$ cat src/rtl/lfrc_pkg.sv
// Package: register map, field layout and timing of the receiver control block
package lfrc_pkg;
  // Register indices (byte address = 4 * index)
  localparam logic [7:0] LFRC_CTRL4_IDX = 8'h23;
  localparam logic [7:0] LFRC_STAT_IDX = 8'h24;
  localparam logic [7:0] LFRC_MASK_IDX = 8'h25;
  localparam int LFRC_ADDR_W = 10;
  // Control register fields
  localparam int LFRC_DR_IE_BIT = 7;
  localparam int LFRC_ER_IE_BIT = 6;
  localparam int LFRC_CD_IE_BIT = 5;
  localparam int LFRC_ID_IE_BIT = 4;
  localparam int LFRC_DEC_EN_BIT = 3;
  localparam int LFRC_VAL_EN_BIT = 2;
  localparam int LFRC_TMO_LSB = 0;
  localparam logic [7:0] LFRC_CTRL4_RST = 8'h0f;
  // Status register fields
  localparam int LFRC_DR_F_BIT = 7;
  localparam int LFRC_ER_F_BIT = 6;
  localparam int LFRC_CD_F_BIT = 5;
  localparam int LFRC_ID_F_BIT = 4;
  localparam int LFRC_TMO_F_BIT = 3;
  localparam int LFRC_ACK_BIT = 0;
  localparam logic [7:0] LFRC_STAT_RST = 8'h00;
  localparam logic [7:0] LFRC_STAT_MASK = 8'hf8;
  localparam logic [7:0] LFRC_ACK_CLR = 8'he0;
  localparam logic [7:0] LFRC_MASK_RST = 8'h00;
  // Search timeout, in ms, and oscillator rate in kHz
  localparam int LFRC_TMO1_MS = 8;
  localparam int LFRC_TMO2_MS = 24;
  localparam int LFRC_TMO3_MS = 48;
  localparam int LFRC_RECEIVER_LOW_FREQ_OSCILLATOR_KHZ = 125;
  localparam int LFRC_CNT_W = 16;
  localparam int LFRC_TMO1_TICKS = LFRC_TMO1_MS * LFRC_RECEIVER_LOW_FREQ_OSCILLATOR_KHZ;
  localparam int LFRC_TMO2_TICKS = LFRC_TMO2_MS * LFRC_RECEIVER_LOW_FREQ_OSCILLATOR_KHZ;
  localparam int LFRC_TMO3_TICKS = LFRC_TMO3_MS * LFRC_RECEIVER_LOW_FREQ_OSCILLATOR_KHZ;
  // Timeout selection codes
  typedef enum logic [1:0] {
    LFRC_TMO_NONE = 2'b00,
    LFRC_TMO_SHORT = 2'b01,
    LFRC_TMO_MID = 2'b10,
    LFRC_TMO_LONG = 2'b11
  } lfrc_tmo_t;
endpackage : lfrc_pkg

$ cat src/rtl/lfrc_sync_timer.sv
// SYNC search timer counted in receiver oscillator ticks
`timescale 1ns/1ps
module lfrc_sync_timer #(
  parameter int T1 = lfrc_pkg::LFRC_TMO1_TICKS,
  parameter int T2 = lfrc_pkg::LFRC_TMO2_TICKS,
  parameter int T3 = lfrc_pkg::LFRC_TMO3_TICKS
) (
  input wire logic clk_i,
  input wire logic rst_i,
  input wire logic soft_rst_i,
  input wire logic tick_i,
  input wire logic search_i,
  input wire logic sync_found_i,
  input wire lfrc_pkg::lfrc_tmo_t sel_i,
  output logic expire_o
);
  import lfrc_pkg::*;

  typedef enum logic [0:0] {
    LFRC_ST_IDLE = 1'b0,
    LFRC_ST_SEARCH = 1'b1
  } lfrc_tst_t;

  lfrc_tst_t state_r;
  logic [LFRC_CNT_W-1:0] cnt_r;
  logic [LFRC_CNT_W-1:0] limit;
  logic search_d_r;

  // Tick limit for the selected interval
  always_comb
  begin
    case (sel_i)
      LFRC_TMO_SHORT: limit = LFRC_CNT_W'(T1);
      LFRC_TMO_MID: limit = LFRC_CNT_W'(T2);
      LFRC_TMO_LONG: limit = LFRC_CNT_W'(T3);
      default: limit = '0;
    endcase
  end

  // Search start edge
  always_ff @(posedge clk_i)
  begin
    if (rst_i || soft_rst_i)
      search_d_r <= 1'b0;
    else
      search_d_r <= search_i;
  end

  // Search state, tick count and expiry pulse
  always_ff @(posedge clk_i)
  begin
    if (rst_i || soft_rst_i)
    begin
      state_r <= LFRC_ST_IDLE;
      cnt_r <= '0;
      expire_o <= 1'b0;
    end
    else
    begin
      expire_o <= 1'b0;
      case (state_r)
        LFRC_ST_IDLE:
        begin
          cnt_r <= '0;
          if (search_i && !search_d_r && sel_i != LFRC_TMO_NONE)
            state_r <= LFRC_ST_SEARCH;
        end
        LFRC_ST_SEARCH:
        begin
          if (!search_i || sync_found_i || sel_i == LFRC_TMO_NONE)
            state_r <= LFRC_ST_IDLE;
          else if (tick_i)
          begin
            if (cnt_r + LFRC_CNT_W'(1) >= limit)
            begin
              expire_o <= 1'b1;
              state_r <= LFRC_ST_IDLE;
            end
            cnt_r <= cnt_r + LFRC_CNT_W'(1);
          end
        end
        default: state_r <= LFRC_ST_IDLE;
      endcase
    end
  end
endmodule : lfrc_sync_timer

$ cat src/rtl/lfrc_ctrl.sv
// Receiver control register, flags, interrupt and SYNC timeout over Wishbone
//
// Operation
// - Data-ready flag requests interrupt only while data-full enable bit 7 is set.
// - Receive-error flag requests interrupt only while error enable bit 6 is set.
// - Error flag covers bad Manchester bit, sampling error and ID mismatch.
// - Carrier-detect flag requests interrupt only while enable bit 5 is set.
// - ID-match flag, set on ID match, interrupts only while enable bit 4 set.
// - Decoder enable bit 3 clear skips checking and sets no data/error/ID flags.
// - Carrier validation runs only while validation enable bit 2 is set.
// - Timeout field picks search time: none, 8 ms, 24 ms, 48 ms.
// - Receiver is switched off when SYNC search time expires in data mode.
// - Search interval is counted in receiver oscillator cycles.
// - Power-on and soft reset load 0x0f; other resets keep the register.
// - Writing one to acknowledge bit clears the receive-error flag; the code also clears the data-ready and carrier-detect flags.
//
// Local design decision: the Wishbone interface to the registers.
`timescale 1ns/1ps
module lfrc_ctrl #(
  parameter int TMO1_TICKS = lfrc_pkg::LFRC_TMO1_TICKS,
  parameter int TMO2_TICKS = lfrc_pkg::LFRC_TMO2_TICKS,
  parameter int TMO3_TICKS = lfrc_pkg::LFRC_TMO3_TICKS
) (
  input wire logic clk_i,
  input wire logic rst_i,
  input wire logic soft_rst_i,
  input wire logic wb_cyc_i,
  input wire logic wb_stb_i,
  input wire logic wb_we_i,
  input wire logic [lfrc_pkg::LFRC_ADDR_W-1:0] wb_adr_i,
  input wire logic [3:0] wb_sel_i,
  input wire logic [31:0] wb_dat_i,
  output logic [31:0] wb_dat_o,
  output logic wb_ack_o,
  input wire logic receiver_low_freq_oscillator_clk_i,
  input wire logic data_mode_i,
  input wire logic byte_done_i,
  input wire logic manchester_err_i,
  input wire logic sampling_err_i,
  input wire logic id_done_i,
  input wire logic id_ok_i,
  input wire logic carrier_valid_i,
  input wire logic sync_found_i,
  output logic decoder_enable_o,
  output logic carrier_validation_enable_o,
  output logic receiver_off_o,
  output logic irq_o
);
  import lfrc_pkg::*;

  logic [7:0] ctrl_r;
  logic [7:0] stat_r;
  logic [7:0] stat_nxt;
  logic [7:0] mask_r;
  logic [7:0] set_ev;
  logic [7:0] clr_ev;
  logic [7:0] irq_en;
  logic [2:0] receiver_low_freq_oscillator_sync_r;
  logic receiver_low_freq_oscillator_tick;
  logic req;
  logic wr_lo;
  logic [7:0] idx;
  logic expire;
  logic dec_en;
  logic val_en;

  // Word index from byte address
  function automatic logic [7:0] word_idx(input logic [LFRC_ADDR_W-1:0] a);
    word_idx = a[LFRC_ADDR_W-1:2];
  endfunction : word_idx

  // Bus decode and control fields
  assign req = wb_cyc_i && wb_stb_i && !wb_ack_o;
  assign idx = word_idx(wb_adr_i);
  assign wr_lo = req && wb_we_i && wb_sel_i[0];
  assign dec_en = ctrl_r[LFRC_DEC_EN_BIT];
  assign val_en = ctrl_r[LFRC_VAL_EN_BIT];

  // Oscillator clock synchroniser and rising-edge tick
  always_ff @(posedge clk_i)
  begin
    if (rst_i)
      receiver_low_freq_oscillator_sync_r <= 3'h0;
    else
      receiver_low_freq_oscillator_sync_r <= {receiver_low_freq_oscillator_sync_r[1:0], receiver_low_freq_oscillator_clk_i};
  end
  assign receiver_low_freq_oscillator_tick = receiver_low_freq_oscillator_sync_r[1] && !receiver_low_freq_oscillator_sync_r[2];

  // Control register: preset on power-on or soft reset only
  always_ff @(posedge clk_i)
  begin
    if (rst_i || soft_rst_i)
      ctrl_r <= LFRC_CTRL4_RST;
    else if (wr_lo && idx == LFRC_CTRL4_IDX)
      ctrl_r <= wb_dat_i[7:0];
  end

  // Mask register for the timeout event
  always_ff @(posedge clk_i)
  begin
    if (rst_i || soft_rst_i)
      mask_r <= LFRC_MASK_RST;
    else if (wr_lo && idx == LFRC_MASK_IDX)
      mask_r <= wb_dat_i[7:0] & LFRC_STAT_MASK;
  end

  // Flag set events; decoder off blocks data, error and ID flags
  always_comb
  begin
    set_ev = 8'h00;
    set_ev[LFRC_DR_F_BIT] = dec_en && byte_done_i;
    set_ev[LFRC_ER_F_BIT] = dec_en && (manchester_err_i || sampling_err_i
                                        || (id_done_i && !id_ok_i));
    set_ev[LFRC_ID_F_BIT] = dec_en && id_done_i && id_ok_i;
    set_ev[LFRC_CD_F_BIT] = val_en && carrier_valid_i;
    set_ev[LFRC_TMO_F_BIT] = expire;
  end

  // Flag clears: write one per bit, or acknowledge bit
  always_comb
  begin
    clr_ev = 8'h00;
    if (wr_lo && idx == LFRC_STAT_IDX)
    begin
      clr_ev = wb_dat_i[7:0] & LFRC_STAT_MASK;
      if (wb_dat_i[LFRC_ACK_BIT])
        clr_ev = clr_ev | LFRC_ACK_CLR;
    end
  end

  // Sticky flags, a set beats a clear in the same cycle
  assign stat_nxt = (stat_r & ~clr_ev) | set_ev;
  always_ff @(posedge clk_i)
  begin
    if (rst_i || soft_rst_i)
      stat_r <= LFRC_STAT_RST;
    else
      stat_r <= stat_nxt & LFRC_STAT_MASK;
  end

  // Per-flag gates: control enables for flags, mask for timeout
  always_comb
  begin
    irq_en = mask_r;
    irq_en[LFRC_DR_F_BIT] = ctrl_r[LFRC_DR_IE_BIT];
    irq_en[LFRC_ER_F_BIT] = ctrl_r[LFRC_ER_IE_BIT];
    irq_en[LFRC_CD_F_BIT] = ctrl_r[LFRC_CD_IE_BIT];
    irq_en[LFRC_ID_F_BIT] = ctrl_r[LFRC_ID_IE_BIT];
  end

  // Interrupt level
  always_ff @(posedge clk_i)
  begin
    if (rst_i || soft_rst_i)
      irq_o <= 1'b0;
    else
      irq_o <= |(stat_r & irq_en);
  end

  // Wishbone acknowledge, one cycle after request
  always_ff @(posedge clk_i)
  begin
    if (rst_i)
      wb_ack_o <= 1'b0;
    else
      wb_ack_o <= req;
  end

  // Read data, unmapped words read zero
  always_ff @(posedge clk_i)
  begin
    if (rst_i)
      wb_dat_o <= 32'h0000_0000;
    else if (req && !wb_we_i)
    begin
      case (idx)
        LFRC_CTRL4_IDX: wb_dat_o <= {24'h00_0000, ctrl_r};
        LFRC_STAT_IDX: wb_dat_o <= {24'h00_0000, stat_r};
        LFRC_MASK_IDX: wb_dat_o <= {24'h00_0000, mask_r};
        default: wb_dat_o <= 32'h0000_0000;
      endcase
    end
  end

  // SYNC search timer
  lfrc_sync_timer #(
    .T1(TMO1_TICKS),
    .T2(TMO2_TICKS),
    .T3(TMO3_TICKS)
  ) u_timer (
    .clk_i(clk_i),
    .rst_i(rst_i),
    .soft_rst_i(soft_rst_i),
    .tick_i(receiver_low_freq_oscillator_tick),
    .search_i(data_mode_i && dec_en),
    .sync_found_i(sync_found_i),
    .sel_i(lfrc_tmo_t'(ctrl_r[LFRC_TMO_LSB +: 2])),
    .expire_o(expire)
  );

  // Enables and receiver switch-off, all from flops
  always_ff @(posedge clk_i)
  begin
    if (rst_i || soft_rst_i)
    begin
      decoder_enable_o <= 1'b1;
      carrier_validation_enable_o <= 1'b1;
      receiver_off_o <= 1'b0;
    end
    else
    begin
      decoder_enable_o <= dec_en;
      carrier_validation_enable_o <= val_en;
      receiver_off_o <= expire;
    end
  end
endmodule : lfrc_ctrl

$ cat config.mk
export PLATFORM = sky130hd
export DESIGN_NAME = lfrc_ctrl
export DESIGN_NICKNAME = d
export VERILOG_FILES = /design/src/rtl/lfrc_pkg.sv /design/src/rtl/lfrc_sync_timer.sv /design/src/rtl/lfrc_ctrl.sv
export SDC_FILE = /design/constraint.sdc
export NUM_CORES = 1
export LEC_CHECK = 0
export CORE_UTILIZATION = 35
export CTS_BUF_LIST = sky130_fd_sc_hd__clkbuf_4 sky130_fd_sc_hd__clkbuf_8 sky130_fd_sc_hd__clkbuf_16
export DETAILED_ROUTE_END_ITERATION = 8
export DONT_BUFFER_PORTS = 1
export PLACE_DENSITY = 0.58
export SLEW_MARGIN = 40
export SYNTH_ARGS = -nofsm -noshare
export SYNTH_HDL_FRONTEND = slang
export SYNTH_SLANG_ARGS = --single-unit
$ cat constraint.sdc
create_clock -name clk_i -period 8.09 [get_ports clk_i]
set_input_delay 1.2135 -clock clk_i [delete_from_list [all_inputs] [get_ports clk_i]]
set_output_delay 1.2135 -clock clk_i [all_outputs]
set_load 0.02 [all_outputs]
Yosys cells after proc, flatten, opt, wreduce, memory -nomap -nowiden
Index checks and enable logic that the tools add are counted.
{"block": "totals", "ff_bits": 80, "input_bits": 61, "output_inout_bits": 37}
{"block": "op_classes", "bitwise_logic": 6, "n_reduce_logical": 34, "n_eq_ne": 8, "muxes": 13, "n_lt_le_gt_ge": 1, "add_sub_neg": 1}
{"operator": "$pmux 13 s3", "count": 1}
{"operator": "$mux 16", "count": 2}
{"operator": "$pmux 16 s2", "count": 1}
{"operator": "$eq 8x6->1 const B", "count": 3}
{"operator": "$pmux 8 s3", "count": 1}
{"operator": "$logic_and 1x1->1", "count": 18}
{"operator": "$add 16x1->16 const B", "count": 1}
{"operator": "$and 8x8->8", "count": 2}
{"operator": "$ge 16x13->1", "count": 1}
{"operator": "$mux 8", "count": 2}
{"operator": "$not 8->8", "count": 1}
{"operator": "$or 8x8->8", "count": 1}
{"operator": "$reduce_or 8->1", "count": 1}
{"operator": "$logic_not 1->1", "count": 6}
{"operator": "$logic_or 1x1->1", "count": 5}
{"operator": "$mux 1", "count": 5}
{"operator": "$eq 2x2->1 const B", "count": 2}
{"operator": "$ne 2x2->1 const B", "count": 2}
{"operator": "$reduce_or 4->1", "count": 1}
{"operator": "$eq 2x1->1 const B", "count": 1}
{"operator": "$logic_not 2->1", "count": 1}
{"operator": "$not 1->1", "count": 2}
{"operator": "$pmux 1 s2", "count": 1}
{"operator": "$reduce_and 2->1", "count": 1}
{"operator": "$reduce_bool 2->1", "count": 1}

Longest topological paths before layout
Gate-level depths: netlist (run 1).
{"block": "logic_depth", "ltp_word": 9, "mapped_depth": 11, "depth_no_buf": 10}

Cells and area by module
Synthesis (run 1) repeated with hierarchy kept, for this count alone.
{"block": "hier_totals", "hier_cells": 340, "area_unflattened_um2": 3074.2}
{"module": "lfrc_ctrl", "area_each_um2": 1631.6, "instances": 1, "cells_each": 176, "seq_area_each_um2": 680.7}
{"module": "lfrc_sync_timer", "area_each_um2": 1442.6, "instances": 1, "cells_each": 164, "seq_area_each_um2": 380.4}

Least setup slack after synthesis (run 1)
No wires, ideal clock.
{"block": "synth_timing", "kind": "input port to flip-flop", "from": "input wb_adr_i[9] (netlist name)", "to": "register stat_r[4]", "n_path_buf": 0, "setup_time_ns": 0.128, "path_slack_ns": 5.476, "t_arrival_ns": 2.486, "stages": 5, "required_ns": 7.962, "path_cell_list": "or4b_4 nor4_4 nand3_1 a32oi_1 nor2_1"}
{"block": "synth_via", "elab_chain_cells": 6}
{"item": "from (decl)", "line": "lfrc_ctrl.sv:30", "source": "input wire logic [lfrc_pkg::LFRC_ADDR_W-1:0] wb_adr_i,"}
{"item": "$eq 8x6->1", "line": "lfrc_ctrl.sv:123", "source": "if (wr_lo && idx == LFRC_STAT_IDX)"}
{"item": "$logic_and 1x1->1", "line": "lfrc_ctrl.sv:123"}
{"item": "$mux 8", "line": "lfrc_ctrl.sv:123"}
{"item": "$not 8->8", "line": "lfrc_ctrl.sv:132", "source": "assign stat_nxt = (stat_r & ~clr_ev) | set_ev;"}
{"item": "$and 8x8->8", "line": "lfrc_ctrl.sv:132"}
{"item": "$or 8x8->8", "line": "lfrc_ctrl.sv:132"}
{"item": "to (signal assigned)", "line": "lfrc_ctrl.sv:138", "source": "stat_r <= stat_nxt & LFRC_STAT_MASK;"}
{"item": "to (decl)", "line": "lfrc_ctrl.sv:52", "source": "logic [7:0] stat_r;"}
Every way passes these cells.
A chain may end at the register's enable or synchronous reset.

Worst setup path in the final report (run 1)
{"block": "layout_timing", "from": "register u_timer.cnt_r[0]", "to": "register u_timer.expire_o"}
{"block": "layout_via", "elab_chain_cells": 3}
{"item": "from (decl)", "line": "lfrc_sync_timer.sv:25", "source": "logic [LFRC_CNT_W-1:0] cnt_r;"}
{"item": "from (signal assigned)", "line": "lfrc_sync_timer.sv:79", "source": "cnt_r <= cnt_r + LFRC_CNT_W'(1);"}
{"item": "$add 16x1->16", "line": "lfrc_sync_timer.sv:74", "source": "if (cnt_r + LFRC_CNT_W'(1) >= limit)"}
{"item": "$ge 16x13->1", "line": "lfrc_sync_timer.sv:74"}
{"item": "$mux 1", "line": "lfrc_sync_timer.sv:74"}
{"item": "to (signal assigned)", "line": "lfrc_sync_timer.sv:56", "source": "expire_o <= 1'b0;"}
{"item": "to (signal assigned)", "line": "lfrc_sync_timer.sv:60", "source": "expire_o <= 1'b0;"}
{"item": "to (signal assigned)", "line": "lfrc_sync_timer.sv:76", "source": "expire_o <= 1'b1;"}
{"item": "to (decl)", "line": "lfrc_sync_timer.sv:15", "source": "output logic expire_o"}
Every way passes these cells.

==> key figures, run 1 <==
Logic synthesis
  – Synth warn: 0
  – Cells after Synth: 334
  – Post-Syn Area per Cell: 8.47 µm²
  – Fraction of registers with async set or reset after synthesis: 0%
  – Post-synth EDFFs: 0
  – Register area share after synthesis: 37.5%
  – Yosys reg bits: 53
  – Yosys cell types: 46
  – Post-Syn Area: 0.00283 mm²
  – Synth area leader: dfxtp_1
  – Synth Flop Type: dfxtp_1
  – Area contributors post-synth: dfxtp_1 38%, ha_1 7.1%, buf_4 6.6%, nand2_1 5.3%, nand3_1 5.1%
  – Synth top area share: 37.5%

Layout
  – Design Area, Final: 0.00294 mm²
  – Layout area overhead: 3.94%
  – Fin cells: 434
  – Register Area: 0.00106 mm²
  – Nets@finish: 408
  – Fillers: 829
  – Antenna diodes: 0
  – Most frequent cells in the layout: 53 x dfxtp_1, 40 x nand2_1, 31 x nor2_1
  – Multi-input gate area: 0.00160 mm²
  – Commonest non-fill, non-tap cell in the layout: dfxtp_1
  – Share of cells above drive strength 1: 6.02%

Pwr
  – Power per Cell Area: 162 mW/mm²
  – Leakage power: 1.13 nW
  – Total design power: 0.000476 W
  – Worst VDD drop: 65.9 µV

Flow run
  – Max-cap violation count: 0

Setup path
  – Worst reg2reg endpoint: u_timer.expire_o$_SDFF_PP0_
  – Reg2Reg Launch Point: u_timer.cnt_r[0]$_SDFFE_PP0P_
  – Required time worst endpoint: 8290 ps
  – Crit-path max FO: 7
  – Type of origin of the critical path: flop
  – Crit Path Category: flop to flop
  – Critical path arrival: 3000 ps
  – Worst setup EP type: flop
  – Worst R2R Setup Slack: 5290 ps
  – Number of cells on the worst reg-to-reg path: 10

Detailed routing
  – Number of remaining DRC errors: 0
  – Via count: 2198
  – Final ANT Viol Nets: 0
  – Routed length per placed instance: 13.6 µm
  – Initial DRT Pass Iterations: 7
  – DR iter-0 viols: 157
  – Drt total wl: 5.89 mm
  – Vias per std cell: 5.06

Global route
  – Largest net degree at the start of global routing: 19
  – Vias in the first global route: 2087
  – Initial antenna violation count: 0
  – First-pass GRT wire length: 9.83 mm
  – GRT Util Overall: 14.7%
  – GR Overflow Total: 0

STA
  – Fin crit period: 2800 ps
  – Final worst setup slack: 5290 ps
  – Slew Viols, Final: 0
  – Setup TNS: 0 ps
  – RSZ-0062 raised after global routing: false
  – Fmax: 357 MHz
  – Slew @ Worst Pin: 750 ps
  – Final hold vios: 0
  – Slew HR: 49.9%
  – Final setup viols: 0
  – Final Cycle Share: 34.6%
  – Clock Skew: 11.2 ps

Clock network
  – Register clock-pin slew on the reported worst setup and hold paths: 100 ps
  – Setup Buffers After CTS: 0
  – CTS tree: built
  – Sink Count: 53
  – Htree depth: 2
  – Post_cts resized: 0
  – Root Buffer: clkbuf_8
  – CTS Buf Count: 5
  – Hold-fix buffers, CTS: 0
  – Clock Latency Late Sink: 310 ps
  – CTS max path bufs: 2

Placement
  – Port bufs: 0
  – RePlAce Congestion: 0.830
  – Setup slack at placement: 4920 ps
  – Dpl hpwl: 4.23 mm
  – Area of placed instances: 0.00282 mm²
  – Cell total after placement: 426

Floorplanning
  – I/O Pins: 98
  – Starting Density: 36.4%
  – Core Rows: 32
  – Die ar.: 0.00844 mm²
  – Die X: 91.9 µm
  – Core ar.: 0.00777 mm²
  – Chip Height: 91.9 µm

Min path
  – Worst hold path type: flop to flop
  – Min-delay src: receiver_low_freq_oscillator_sync_r[0]$_SDFF_PP0_
  – Hold Path Depth: 1
  – Hold Path End: receiver_low_freq_oscillator_sync_r[1]$_SDFF_PP0_

Outcome
  – Status: finished, final reports clean
[registers in the layout (all words and copies together), names as in the netlist, 3 cells and up]
register and count:
ctrl_r 8, mask_r 5, receiver_low_freq_oscillator_sync_r 3, stat_r 5
u_timer.cnt_r 16, wb_dat_o 8
[layout make-up]
cell class,instances,share of cell area [%]
inverters,6,0.766
well taps,102,4.34
clock inverters,3,1.62
clock buffers,5,2.34
flip-flops and latches,53,36.1
multi-input cells,264,54.6
repair buffers,1,0.255
[Yosys cell counts (2+ instances only)]
cell type	n
and2_1	3
a22oi_1	2
a222oi_1	6
or2_2	2
nand2b_1	2
nor2b_1	4
dfxtp_1	53
nand2_1	40
clkbuf_2	2
buf_4	25
and3_1	6
clkbuf_1	5
xor2_1	13
nand4_1	4
xnor2_1	11
o21ai_1	8
nor4_1	2
nor3_1	4
and4_1	3
o2111ai_1	2
ha_1	16
a21oi_1	25
nand3_1	29
nand3b_1	2
inv_1	6
o21ai_0	5
or3_1	5
nor2_1	31
[metal layers]
layer	vias up	track usage (%)	routed length [µm]
met1	1007	19.9	2790
li1	1113	-	-
met5	-	0	0
met2	69	22.5	2630
met3	9	4.06	369
met4	0	4.56	101
[kinds of logic after synthesis]
kind of cell / count (synthesis) / synth area share, %
AO/OA/AOI/OAI: 54 / 11.8
XOR/XNOR: 24 / 7.43
adder cells (fa/ha/maj): 16 / 7.08
buffers and inverters: 40 / 9.03
flip-flops: 53 / 37.5
other: 1 / 0.133
AND/OR/NAND/NOR: 146 / 27.0
[power breakdown]
part	leakage, nW	internal, W	total (W)	switching, W
sequential	0.429	0.000263	0.000265	0.00000154
combinational	0.639	0.00000439	0.0000223	0.0000179
clock	0.0591	0.0000945	0.000189	0.0000943
[worst max-delay path by stage]
stage / end / cells past startpoint / start / slack (ps)
after global placement: ctrl_r[2]$_SDFFE_PP1P_ / 5 / wb_adr_i[9] / 4950
final: u_timer.expire_o$_SDFF_PP0_ / 10 / u_timer.cnt_r[0]$_SDFFE_PP0P_ / 5290
after detailed placement: ctrl_r[2]$_SDFFE_PP1P_ / 5 / wb_adr_i[9] / 4920
after floorplan: stat_r[4]$_SDFF_PP0_ / 5 / wb_adr_i[9] / 5480
after global routing: u_timer.expire_o$_SDFF_PP0_ / 10 / u_timer.cnt_r[0]$_SDFFE_PP0P_ / 5030
after CTS: ctrl_r[2]$_SDFFE_PP1P_ / 5 / wb_adr_i[9] / 5290
[worst max-delay path, cell delays in order (launching register included)]
cell	delay, ps
dfxtp_1	400
ha_1	200
and3_1	240
and4_1	370
xnor2_1	160
ha_1	260
and3_1	170
a221o_1	360
a21oi_1	150
nand4_1	120
o31a_1	250
[stage by stage]
stage / utilization [%] / hold WS [ps]
after global routing: 37.8 / 472
after CTS: 37.8 / 460
after detailed placement: 36.3 / 441
after floorplan: - / 414
final: 37.8 / 454
after global placement: 36.3 / 424
(Power assumes the default switching activity.)
==> inputs of run 2 (changes only) <==
==> constraint.sdc (replaced) <==
create_clock -name clk_i -period 2.79 [get_ports clk_i]
set_input_delay 0.4185 -clock clk_i [delete_from_list [all_inputs] [get_ports clk_i]]
set_output_delay 0.4185 -clock clk_i [all_outputs]
set_load 0.02 [all_outputs]
==> run 2 against run 1 <==
  * Sequential power grew to 2.9 times the previous value
  * Global-route usage is 0.24 points higher
  * Sequential cell count stayed put
  * Fmax is 8.6% higher
  * Design area is 2.3% higher
  * Largest power group unchanged
  * Largest cell class unchanged
  * Clock skew is 2.6 ps higher
  * Non-clock buffer count is 11 higher
  * Die area stayed put
==> key figures, run 2 (same netlist as run 1, synthesis figures left out) <==
Layout
  – Layout area overhead: 6.28% (was 3.94%)
  – Fin cells: 445 (was 434)
  – Most flop-heavy register: u_timer.cnt_r (unchanged)
  – Commonest non-fill, non-tap cell in the layout: dfxtp_1 (unchanged)
  – Nets@finish: 419 (was 408)
  – Share of cells above drive strength 1: 9.91% (was 6.02%)
  – Largest regs: u_timer.cnt_r x16, ctrl_r x8, wb_dat_o x8 (unchanged)
  – Most frequent cells in the layout: 50 x dfxtp_1, 40 x nand2_1, 31 x nor2_1 (was 53 x dfxtp_1, 40 x nand2_1, 31 x nor2_1)
  – Largest register FFs: 16 (unchanged)
  – Antenna diodes: 0 (unchanged)

Global route
  – GRT Util Overall: 14.9% (was 14.7%)
  – First-pass GRT wire length: 10.2 mm (was 9.83 mm)
  – GR Overflow Total: 0 (unchanged)
  – Largest net degree at the start of global routing: 20 (was 19)
  – Vias in the first global route: 2240 (was 2087)
  – Initial antenna violation count: 0 (unchanged)

Setup path
  – Type of origin of the critical path: flop (unchanged)
  – Critical path arrival: 2780 ps (was 3000 ps)
  – Crit Path Category: flop to flop (unchanged)
  – Worst setup EP type: flop (unchanged)
  – Required time worst endpoint: 2990 ps (was 8290 ps)
  – Crit-path max FO: 4 (was 7)

Pwr
  – Worst VDD drop: 294 µV (was 65.9 µV)
  – Total design power: 0.00130 W (was 0.000476 W)
  – Power per Cell Area: 434 mW/mm² (was 162 mW/mm²)
  – Leakage power: 1.17 nW (was 1.13 nW)

Detailed routing
  – Routed length per placed instance: 13.4 µm (was 13.6 µm)
  – Number of remaining DRC errors: 0 (unchanged)
  – Initial DRT Pass Iterations: 4 (was 7)
  – DR iter-0 viols: 76 (was 157)
  – Vias per std cell: 5.14 (was 5.06)
  – Final ANT Viol Nets: 0 (unchanged)
  – Via count: 2288 (was 2198)
  – Drt total wl: 5.97 mm (was 5.89 mm)

Floorplanning
  – Core Rows: 32 (unchanged)
  – I/O Pins: 98 (unchanged)
  – Starting Density: 36.4% (unchanged)
  – Chip Height: 91.9 µm (unchanged)
  – Core ar.: 0.00777 mm² (unchanged)
  – Die ar.: 0.00844 mm² (unchanged)
  – Die X: 91.9 µm (unchanged)

Clock network
  – Post_cts resized: 0 (unchanged)
  – Htree depth: 2 (unchanged)
  – CTS Buf Count: 5 (unchanged)
  – Sink Count: 53 (unchanged)
  – Root Buffer: clkbuf_8 (unchanged)
  – Register clock-pin slew on the reported worst setup and hold paths: 110 ps (was 100 ps)
  – Hold-fix buffers, CTS: 0 (unchanged)
  – Clock Latency Late Sink: 320 ps (was 310 ps)
  – CTS tree: built (unchanged)
  – CTS max path bufs: 2 (unchanged)
  – Setup Buffers After CTS: 0 (unchanged)

STA
  – Final hold vios: 0 (unchanged)
  – Slew Viols, Final: 0 (unchanged)
  – Slew HR: 62.1% (was 49.9%)
  – Clock Skew: 13.9 ps (was 11.2 ps)
  – Final setup viols: 0 (unchanged)
  – Final Cycle Share: 92.3% (was 34.6%)
  – Fmax: 388 MHz (was 357 MHz)
  – Slew @ Worst Pin: 564 ps (was 750 ps)
  – Worst hold slack: 167 ps (was 454 ps)
  – Final worst setup slack: 214 ps (was 5290 ps)
  – Setup TNS: 0 ps (unchanged)
  – Fin crit period: 2580 ps (was 2800 ps)
  – RSZ-0062 raised after global routing: false (unchanged)

Placement
  – Port bufs: 0 (unchanged)
  – Dpl hpwl: 4.31 mm (was 4.23 mm)
  – Setup slack at placement: 180 ps (was 4920 ps)
  – Cell total after placement: 437 (was 426)
  – RePlAce Congestion: 0.814 (was 0.830)

Min path
  – Worst hold path type: primary input to flop (was flop to flop)

Outcome
  – Status: finished, final reports clean (unchanged)

Flow run
  – Max-cap violation count: 0 (unchanged)
run 2: area by class of cell:
| type | count | area [µm²] |
|---|---|---|
| timing repair buffer | 12 | 90.1 |
| fill | 809 | 4760 |
| inverter | 6 | 22.5 |
| sequential | 53 | 1060 |
| multi-input combinational | 264 | 1600 |
| clock inverter | 3 | 28.8 |
| clock buffer | 5 | 68.8 |
| tap | 102 | 128 |
run 2: through the flow:
step / area, µm² / util (%)
detailed placement: 2900 / 37.3
global route: 3010 / 38.7
floorplan: 2910 / -
finish: 3010 / 38.7
global placement: 2900 / 37.3
CTS: 3000 / 38.6
run 2: path summary, 6_finish.rpt:
| path | slack, ps | start | cells after the start | end |
|---|---|---|---|---|
| hold / removal | 170 | rst_i | 1 | receiver_low_freq_oscillator_sync_r[1]$_SDFF_PP0_ |
| hold reg to reg | 450 | receiver_low_freq_oscillator_sync_r[0]$_SDFF_PP0_ | 1 | receiver_low_freq_oscillator_sync_r[1]$_SDFF_PP0_ |
| setup reg to reg | 210 | u_timer.cnt_r[3]$_SDFFE_PP0P_ | 10 | u_timer.expire_o$_SDFF_PP0_ |
| setup / recovery | 210 | u_timer.cnt_r[3]$_SDFFE_PP0P_ | 10 | u_timer.expire_o$_SDFF_PP0_ |
run 2: per-layer routing:
| layer | GRT usage [%] | vias up | share of wire, % |
|---|---|---|---|
| met4 | 3.91 | 0 | 1.6 |
| met5 | 0 | - | 0 |
| li1 | - | 1132 | - |
| met2 | 23.8 | 72 | 44 |
| met3 | 3.48 | 8 | 5.4 |
| met1 | 20.1 | 1076 | 49 |
run 2: critical path: stages, from the launching register on:
cell	delay, ps
dfxtp_1	410
and4_1	280
nand3_1	130
nor2_1	130
xor2_1	180
ha_1	270
and3_1	190
a221o_1	340
a21oi_1	140
nand4_1	120
o31a_1	260
run 2: report_power, final:
part | internal (W) | leakage (nW) | total [W] | switching, W
combinational | 0.0000147 | 0.692 | 0.0000671 | 0.0000524
clock | 0.000188 | 0.0506 | 0.000469 | 0.000281
sequential | 0.000762 | 0.430 | 0.000767 | 0.00000442
